--- config.mk ---
export PLATFORM = sky130hd
export DESIGN_NAME = ddl_loader
export DESIGN_NICKNAME = d
export VERILOG_FILES = /design/src/shared/ddl_pkg.sv /design/src/rtl/ddl_loader.sv
export VERILOG_INCLUDE_DIRS = /design/src /design/src/shared
export SDC_FILE = /design/constraint.sdc
export NUM_CORES = 1
export LEC_CHECK = 0
export BUFFER_PORTS_ARGS = -buffer_cell sky130_fd_sc_hd__buf_2
export CAP_MARGIN = 20
export CORE_UTILIZATION = 35
export CTS_CLUSTER_SIZE = 10
export DETAILED_ROUTE_END_ITERATION = 12
export PLACE_DENSITY_LB_ADDON = 0.25
export REMOVE_ABC_BUFFERS = 1
export SYNTH_ARGS = -nofsm -noshare
export SYNTH_HDL_FRONTEND = slang
export SYNTH_SLANG_ARGS = --single-unit
--- constraint.sdc ---
create_clock -name CLK -period 4.9 [get_ports CLK]
set_input_delay 0.735 -clock CLK [delete_from_list [all_inputs] [get_ports CLK]]
set_output_delay 0.735 -clock CLK [all_outputs]
set_load 0.05 [all_outputs]
--- src/shared/ddl_regs.svh ---
`ifndef DDL_REGS_SVH
`define DDL_REGS_SVH

// Byte addresses on the register bus
`define DDL_ADDR_CTRL 12'h000
`define DDL_ADDR_STATUS 12'h004
`define DDL_ADDR_LATCH_A 12'h008
`define DDL_ADDR_LATCH_B 12'h00c
`define DDL_ADDR_INPUT_A 12'h010
`define DDL_ADDR_INPUT_B 12'h014

// Control fields
`define DDL_CTRL_BIPOLAR 0
`define DDL_CTRL_HOLD 1
`define DDL_CTRL_RESET 2'h0

// Status fields
`define DDL_STAT_ACTIVE 0
`define DDL_STAT_PENDING 1
`define DDL_STAT_FORMAT 2
`define DDL_STAT_FULL 3
`define DDL_STAT_LEVEL_LSB 4

// Serial word layout
`define DDL_WORD_BITS 16
`define DDL_LAST_BIT 4'hf
`define DDL_CHAN_BIT 12
`define DDL_MSB_FLIP 12'h800
`define DDL_FIFO_DEPTH 8

// Pin levels while the link is idle: sclk, serial_data_in, sync_n, latch_load_strobe_n_n, clear_n, format
`define DDL_PINS_IDLE 6'h2e

`endif

--- src/shared/ddl_pkg.sv ---
`default_nettype none

package ddl_pkg;

  typedef struct packed {
    logic auto_load;
    logic chan;
    logic [11:0] data;
  } ddl_word_type;

  typedef struct packed {
    logic sclk;
    logic serial_data_in;
    logic sync_n;
    logic latch_load_strobe_n_n;
    logic clear_n;
    logic fmt;
  } ddl_pins_type;

  typedef enum logic {
    LINK_IDLE,
    LINK_SHIFT
  } ddl_link_state_type;

endpackage

`default_nettype wire

--- src/rtl/ddl_loader.sv ---
// Implementation choices: the address map and register access over APB.
`timescale 1ns/1ps
`include "ddl_regs.svh"
`default_nettype none

module ddl_fifo #(
  parameter int WIDTH = 14,
  parameter int DEPTH = 8
) (
  // Clock and reset
  input wire logic clk,
  input wire logic rst,
  input wire logic flush,
  // Fill side
  input wire logic in_valid,
  output logic in_ready,
  input wire logic [WIDTH-1:0] in_data,
  // Drain side
  output logic out_valid,
  input wire logic out_ready,
  output logic [WIDTH-1:0] out_data,
  // Fill level
  output logic [$clog2(DEPTH):0] level
);
  localparam int AW = $clog2(DEPTH);

  logic [WIDTH-1:0] mem [DEPTH];
  logic [AW-1:0] wr_ptr;
  logic [AW-1:0] rd_ptr;
  logic [AW:0] count;
  logic push;
  logic pop;

  assign in_ready = count != (AW + 1)'(DEPTH);
  assign out_valid = count != '0;
  assign out_data = mem[rd_ptr];
  assign level = count;
  assign push = in_valid & in_ready;
  assign pop = out_valid & out_ready;

  // Storage carries no reset; only valid entries are ever read
  always_ff @(posedge clk) begin
    if (push) begin
      mem[wr_ptr] <= in_data;
    end
  end

  always_ff @(posedge clk) begin
    if (rst || flush) begin
      wr_ptr <= '0;
      rd_ptr <= '0;
      count <= '0;
    end else begin
      if (push) begin
        wr_ptr <= wr_ptr + 1'b1;
      end
      if (pop) begin
        rd_ptr <= rd_ptr + 1'b1;
      end
      if (push && !pop) begin
        count <= count + 1'b1;
      end else if (pop && !push) begin
        count <= count - 1'b1;
      end
    end
  end
endmodule

module ddl_loader (
  // Clock and reset
  input wire logic CLK,
  input wire logic RST,
  // APB slave
  input wire logic PSEL,
  input wire logic PENABLE,
  input wire logic PWRITE,
  input wire logic [11:0] PADDR,
  input wire logic [31:0] PWDATA,
  output logic [31:0] PRDATA,
  output logic PREADY,
  output logic PSLVERR,
  // Serial link pins
  input wire logic SCLK,
  input wire logic SERIAL_DATA_IN,
  input wire logic FRAME_SYNC_N,
  input wire logic LATCH_LOAD_STROBE_N,
  input wire logic CLEAR_N,
  input wire logic FORMAT_SELECT,
  // Converter codes
  output logic [11:0] CODE_A,
  output logic [11:0] CODE_B
);
  ddl_pkg::ddl_pins_type pins_in;
  ddl_pkg::ddl_pins_type pins_meta;
  ddl_pkg::ddl_pins_type pins_sync;
  ddl_pkg::ddl_pins_type pins_prev;
  ddl_pkg::ddl_link_state_type state;
  ddl_pkg::ddl_word_type pend;
  ddl_pkg::ddl_word_type fifo_out;
  logic [14:0] shift;
  logic [15:0] full_word;
  logic [3:0] bit_cnt;
  logic frame_auto;
  logic pend_valid;
  logic fifo_ready;
  logic fifo_valid;
  logic drain_ready;
  logic [$clog2(`DDL_FIFO_DEPTH):0] fifo_level;
  logic [11:0] latch_a;
  logic [11:0] latch_b;
  logic [11:0] input_a;
  logic [11:0] input_b;
  logic [1:0] ctrl;
  logic clear;
  logic sclk_fall;
  logic sync_fall;
  logic sync_rise;
  logic latch_load_strobe_n_fall;
  logic frame_start;
  logic word_done;
  logic twos;
  logic pop;
  logic setup;
  logic access;
  logic mapped;
  logic [31:0] next_rdata;
  logic [31:0] status;

  assign pins_in = '{sclk: SCLK, serial_data_in: SERIAL_DATA_IN, sync_n: FRAME_SYNC_N,
                     latch_load_strobe_n_n: LATCH_LOAD_STROBE_N, clear_n: CLEAR_N, fmt: FORMAT_SELECT};

  // Two stages before any logic; a third only for edge detection
  always_ff @(posedge CLK) begin
    if (RST) begin
      pins_meta <= `DDL_PINS_IDLE;
      pins_sync <= `DDL_PINS_IDLE;
      pins_prev <= `DDL_PINS_IDLE;
    end else begin
      pins_meta <= pins_in;
      pins_sync <= pins_meta;
      pins_prev <= pins_sync;
    end
  end

  assign clear = !pins_sync.clear_n;
  assign sclk_fall = pins_prev.sclk && !pins_sync.sclk;
  assign sync_fall = pins_prev.sync_n && !pins_sync.sync_n;
  assign sync_rise = !pins_prev.sync_n && pins_sync.sync_n;
  assign latch_load_strobe_n_fall = pins_prev.latch_load_strobe_n_n && !pins_sync.latch_load_strobe_n_n;
  // A word still waiting for buffer space holds off the next frame
  assign frame_start = sync_fall && !pend_valid;
  assign full_word = {shift, pins_sync.serial_data_in};
  assign word_done = state == ddl_pkg::LINK_SHIFT && sclk_fall && !pins_sync.sync_n
                     && bit_cnt == `DDL_LAST_BIT;

  // Frame tracking and bit counting
  always_ff @(posedge CLK) begin
    if (RST || clear) begin
      state <= ddl_pkg::LINK_IDLE;
      bit_cnt <= '0;
      frame_auto <= 1'b0;
    end else begin
      unique case (state)
        ddl_pkg::LINK_IDLE: begin
          if (frame_start) begin
            state <= ddl_pkg::LINK_SHIFT;
            bit_cnt <= '0;
            frame_auto <= !pins_sync.latch_load_strobe_n_n;
          end
        end
        ddl_pkg::LINK_SHIFT: begin
          if (sync_rise) begin
            state <= ddl_pkg::LINK_IDLE;
          end else if (word_done) begin
            state <= ddl_pkg::LINK_IDLE;
          end else if (sclk_fall) begin
            bit_cnt <= bit_cnt + 1'b1;
          end
        end
      endcase
    end
  end

  // Shift register takes bits only inside the sixteen-edge window
  always_ff @(posedge CLK) begin
    if (RST || clear) begin
      shift <= '0;
    end else if (state == ddl_pkg::LINK_SHIFT && sclk_fall && !sync_rise) begin
      shift <= full_word[14:0];
    end
  end

  // Completed word waits here until the buffer accepts it
  always_ff @(posedge CLK) begin
    if (RST || clear) begin
      pend_valid <= 1'b0;
      pend <= '0;
    end else if (word_done && !sync_rise) begin
      pend_valid <= 1'b1;
      pend <= '{auto_load: frame_auto, chan: full_word[`DDL_CHAN_BIT],
                data: full_word[11:0]};
    end else if (fifo_ready) begin
      pend_valid <= 1'b0;
    end
  end

  ddl_fifo #(
    .WIDTH($bits(ddl_pkg::ddl_word_type)),
    .DEPTH(`DDL_FIFO_DEPTH)
  ) u_fifo (
    .clk(CLK),
    .rst(RST),
    .flush(clear),
    .in_valid(pend_valid),
    .in_ready(fifo_ready),
    .in_data(pend),
    .out_valid(fifo_valid),
    .out_ready(drain_ready),
    .out_data(fifo_out),
    .level(fifo_level)
  );

  // Strobe edge has priority over the drain, so the two never collide
  assign drain_ready = !ctrl[`DDL_CTRL_HOLD] && !latch_load_strobe_n_fall && !clear;
  assign pop = fifo_valid && drain_ready;

  // Input registers and channel latches
  always_ff @(posedge CLK) begin
    if (RST || clear) begin
      latch_a <= '0;
      latch_b <= '0;
      input_a <= '0;
      input_b <= '0;
    end else if (latch_load_strobe_n_fall) begin
      latch_a <= input_a;
      latch_b <= input_b;
    end else if (pop) begin
      if (fifo_out.chan) begin
        input_b <= fifo_out.data;
        if (fifo_out.auto_load) begin
          latch_b <= fifo_out.data;
        end
      end else begin
        input_a <= fifo_out.data;
        if (fifo_out.auto_load) begin
          latch_a <= fifo_out.data;
        end
      end
    end
  end

  // Only twos complement needs the MSB flipped; offset binary is the native code
  assign twos = ctrl[`DDL_CTRL_BIPOLAR] && pins_sync.fmt;

  always_ff @(posedge CLK) begin
    if (RST) begin
      CODE_A <= '0;
      CODE_B <= '0;
    end else if (twos) begin
      CODE_A <= latch_a ^ `DDL_MSB_FLIP;
      CODE_B <= latch_b ^ `DDL_MSB_FLIP;
    end else begin
      CODE_A <= latch_a;
      CODE_B <= latch_b;
    end
  end

  // Register bus, zero wait states
  assign setup = PSEL && !PENABLE;
  assign access = PSEL && PENABLE;
  assign PREADY = access;

  assign status = {24'h0, fifo_level, !fifo_ready, pins_sync.fmt, pend_valid,
                   state == ddl_pkg::LINK_SHIFT};

  always_comb begin
    mapped = 1'b1;
    next_rdata = '0;
    unique case (PADDR)
      `DDL_ADDR_CTRL: next_rdata = {30'h0, ctrl};
      `DDL_ADDR_STATUS: next_rdata = status;
      `DDL_ADDR_LATCH_A: next_rdata = {20'h0, latch_a};
      `DDL_ADDR_LATCH_B: next_rdata = {20'h0, latch_b};
      `DDL_ADDR_INPUT_A: next_rdata = {20'h0, input_a};
      `DDL_ADDR_INPUT_B: next_rdata = {20'h0, input_b};
      default: mapped = 1'b0;
    endcase
  end

  // Read data and error are captured in setup, held through access
  always_ff @(posedge CLK) begin
    if (RST) begin
      PRDATA <= '0;
      PSLVERR <= 1'b0;
    end else if (setup) begin
      PRDATA <= PWRITE ? 32'h0 : next_rdata;
      PSLVERR <= !mapped || (PWRITE && PADDR != `DDL_ADDR_CTRL);
    end
  end

  always_ff @(posedge CLK) begin
    if (RST) begin
      ctrl <= `DDL_CTRL_RESET;
    end else if (access && PWRITE && PADDR == `DDL_ADDR_CTRL) begin
      ctrl <= PWDATA[1:0];
    end
  end

  a_frame_start_count: assert property (
    @(posedge CLK) disable iff (RST)
    (state == ddl_pkg::LINK_IDLE && frame_start && !clear)
      |=> (state == ddl_pkg::LINK_SHIFT && bit_cnt == 4'h0))
    else $error("frame start did not arm the bit counter");

  a_sixteen_bits_done: assert property (
    @(posedge CLK) disable iff (RST)
    (word_done && !sync_rise && !clear)
      |=> (pend_valid && state == ddl_pkg::LINK_IDLE && pend.data == $past(full_word[11:0])))
    else $error("sixteenth edge did not complete the word");

  a_extra_edges_ignored: assert property (
    @(posedge CLK) disable iff (RST)
    (state == ddl_pkg::LINK_IDLE && !clear) |=> $stable(shift))
    else $error("shift register moved outside a frame");

  a_partial_discard: assert property (
    @(posedge CLK) disable iff (RST)
    (state == ddl_pkg::LINK_SHIFT && sync_rise && !pend_valid)
      |=> (state == ddl_pkg::LINK_IDLE && !pend_valid))
    else $error("partial word was kept");

  a_clear_empties: assert property (
    @(posedge CLK) disable iff (RST)
    clear |=> (latch_a == 12'h0 && latch_b == 12'h0 && shift == 15'h0 && !pend_valid))
    else $error("clear left data behind");

  a_strobe_loads_both: assert property (
    @(posedge CLK) disable iff (RST)
    (latch_load_strobe_n_fall && !clear) |=> (latch_a == $past(input_a) && latch_b == $past(input_b)))
    else $error("strobe edge did not load both latches");

  a_auto_load_route: assert property (
    @(posedge CLK) disable iff (RST)
    (pop && !latch_load_strobe_n_fall && fifo_out.auto_load && !fifo_out.chan)
      |=> (latch_a == $past(fifo_out.data) && $stable(latch_b)))
    else $error("automatic load went to the wrong latch");

  a_deferred_holds: assert property (
    @(posedge CLK) disable iff (RST)
    (pop && !fifo_out.auto_load && fifo_out.chan)
      |=> (input_b == $past(fifo_out.data) && $stable(latch_a) && $stable(latch_b)))
    else $error("deferred word changed a latch");

  a_code_twos: assert property (
    @(posedge CLK) disable iff (RST)
    twos |=> (CODE_A == ($past(latch_a) ^ 12'h800)))
    else $error("twos complement code not offset by mid-scale");

  a_code_natural: assert property (
    @(posedge CLK) disable iff (RST)
    (!ctrl[`DDL_CTRL_BIPOLAR]) |=> (CODE_B == $past(latch_b)))
    else $error("unipolar code altered");

  a_code_offset: assert property (
    @(posedge CLK) disable iff (RST)
    (ctrl[`DDL_CTRL_BIPOLAR] && !pins_sync.fmt) |=> (CODE_A == $past(latch_a)))
    else $error("offset binary code altered");
endmodule

`default_nettype wire

==> impl_metrics.tcl <==
set metrics [dict create \
    coreArea_um2 28100 \
    synth-seq-cells 260 \
    period_minus_slack_ns 3.03 \
    slew_headroom_pct 32.9 \
    cap_violations 0 \
    synth-edff-count 112 \
    cts.sinks 260 \
    vias 5987 \
    slew_viol_final 0 \
    clockBufferDepth 3 \
    timing.fmax_mhz 330 \
    antenna_found_initial 0 \
    cts_tree "yes" \
    worst_slew_pin_slew_ns 1.01 \
    avgSynthCellArea_um2 12.5 \
    cts.repair.resized 0 \
    path_clk_slew_ns 0.06 \
    crit_required_ns 5.37 \
    rsz0062_at_grt "no" \
    fin_crit_sh_pct 61.9 \
    root_buffer "clkbuf_16" \
    dp_hpwl_mm 13.2 \
    hp-class "in -> reg" \
    start_kind "flip-flop" \
    dieArea_um2 29600 \
    peakVddDrop_uv 316 \
    ant_nets 0 \
    ys_warn_count 0 \
    hp-start "CLEAR_N" \
    port_buffers 62 \
    die_w_um 172 \
    synth_xor_area_share_pct 1.04 \
    vias_per_cell 4.74 \
    worstSkewPairLatency_ns 0.54 \
    synthArstFlopShare_pct 0 \
    seq_area_frac_synth_pct 62.5 \
    synth_area_um2 10100 \
    cts_buffers 30 \
    synth_ff_type "dfxtp_1" \
    crit_path_max_fanout 6 \
    grt_max_degree 66 \
    post_cts_buffers 0 \
    fin_skew_ns 0.0136 \
    finish.instance_area_um2 11600 \
    dieHeight_um 172 \
    drtIter0Drc 283 \
    r2r-start "u_fifo.level[0]" \
    setup-tns-final_ns 0 \
    wl_per_cell_um 16.4 \
    synth_cell_types 52 \
    place_congestion 0.793 \
    endpoint_kind "flip-flop" \
    syn_inst 808 \
    synth_compound_area_share_pct 7.62 \
    synth_simple_gate_area_share_pct 13.4 \
    synth_mux_area_share_pct 10.9 \
    drive_gt1_share_pct 16.7 \
    synth_top_family_by_area "simple AND/OR/NAND/NOR gates" \
    grt-ovfl-total 0 \
    io_pins 113 \
    diodes 0 \
    status "completed" \
    cts_hold_buf 0 \
    utilization_pct 41.4 \
    dpl_cell_area_um2 10700 \
    wirelength_mm 20.8 \
    dr.pass1.iters 5 \
    grt_pass1_vias 5852 \
    grt.total_usage_pct 14.4 \
    hold_viol_final 0 \
    setup_viol 0 \
    power.density_nw_per_um2 375 \
    start_util_pct 36.0 \
    grt_pass1_wl_mm 32.9 \
    critPathKind "reg -> reg" \
    p_leak_nw 3.92 \
    critPathArrivalTime_ns 3.50 \
    final_nets 927 \
    rows 61 \
    synthAdderAreaFrac_pct 0.940 \
    drc 0 \
    htreeDepth 1 \
    area_delta_synth_final_pct 14.8 \
    crit_start "u_fifo.level[0]" \
]
-- state kept, by name (all words and copies together), names as in the netlist, 4 cells and up, named ones only --
name          flops
pins_meta         6
latch_b          12
shift            12
bit_cnt           4
CODE_B           12
pend             14
input_b          12
PRDATA           12
latch_a          12
u_fifo.mem      112
input_a          12
u_fifo.level      4
CODE_A           12
pins_sync         5
-- cells in the final DEF (no fill, tap or decap), types with 16 or more instances in the layout --
master and count:
mux2i_1 73, nor2b_1 30, nand2b_1 19, nand2_1 16, clkbuf_16 31, nor3_1 28
nor2_1 108, edfxtp_1 112, and2_1 27, clkbuf_1 20, conb_1 20, dfxtp_1 147
a221o_1 25, buf_2 62
-- synth_stat cells, types with 4 or more instances --
cell / instances / area [µm²]
a21oi_1: 15 / 75.1
a221o_1: 25 / 250
a22o_1: 11 / 96.3
a22oi_1: 7 / 52.6
and2_1: 27 / 169
buf_1: 6 / 22.5
buf_2: 14 / 70.1
buf_4: 20 / 150
clkbuf_1: 27 / 101
dfxtp_1: 148 / 2960
edfxtp_1: 112 / 3360
ha_1: 6 / 75.1
inv_1: 4 / 15.0
mux2i_1: 73 / 731
mux4_2: 15 / 338
nand2_1: 16 / 60.1
nand2b_1: 20 / 125
nand3_1: 4 / 20.0
nor2_1: 112 / 420
nor2b_1: 30 / 188
nor3_1: 30 / 150
o221ai_1: 12 / 105
o22ai_1: 10 / 62.6
or2_2: 12 / 75.1
xnor2_1: 5 / 43.8
xor2_1: 7 / 61.3
-- worst max-delay path, cell delays in order (launching register included) --
cell and delay, ns:
dfxtp_1 0.40, nor4b_1 0.68, nor2b_1 0.32, ha_1 0.30
inv_1 0.11, ha_1 0.24, a21o_1 0.17, a21oi_1 0.17
xnor2_1 0.09, or3_1 0.30, a21oi_1 0.17
-- cell families after synthesis --
logic type               count (synthesis)
AO/OA/AOI/OAI                           96
XOR/XNOR                                12
adder cells (fa/ha/maj)                  7
buffers and inverters                   71
flip-flops                             260
multiplexers                            91
other                                    1
AND/OR/NAND/NOR                        270
-- worst paths after layout --
path,endpoint,depth (start not counted),slack (ns)
max,u_fifo.level[3],10,1.87
min,pins_meta[1],2,0.37
max reg2reg,u_fifo.level[3],10,1.87
min reg2reg,pins_sync[1],1,0.41
-- final cells by class --
class	instances	area, µm²
clock buffer	52	865
clock inverter	1	5.00
fill	2721	16500
inverter	4	15.0
multi-input combinational	496	3540
sequential	260	6330
tap	378	473
timing repair buffer	73	393
-- stage by stage --
step	power (mW)	setup slack (ns)	cells	hold WS, ns
after global routing	4.51	1.63	1264	0.356
after global placement	2.41	1.92	1211	0.397
final	4.35	1.87	1264	0.375
after floorplan	2.37	1.32	760	0.389
after detailed placement	2.41	1.86	1211	0.396
after CTS	4.41	1.84	1264	0.348
-- metal layers --
metal | GRT usage, % | wire [µm]
met2 | 23.7 | 9660
met3 | 2.40 | 966
met4 | 4.39 | 425
met1 | 19.2 | 9700
met5 | 0 | 0
-- report_power, final --
group / internal [mW] / switching [mW]
clock: 1.18 / 0.810
sequential: 2.25 / 0.00420
combinational: 0.0242 / 0.0868
total: 3.45 / 0.901
(Power assumes the default switching activity.)
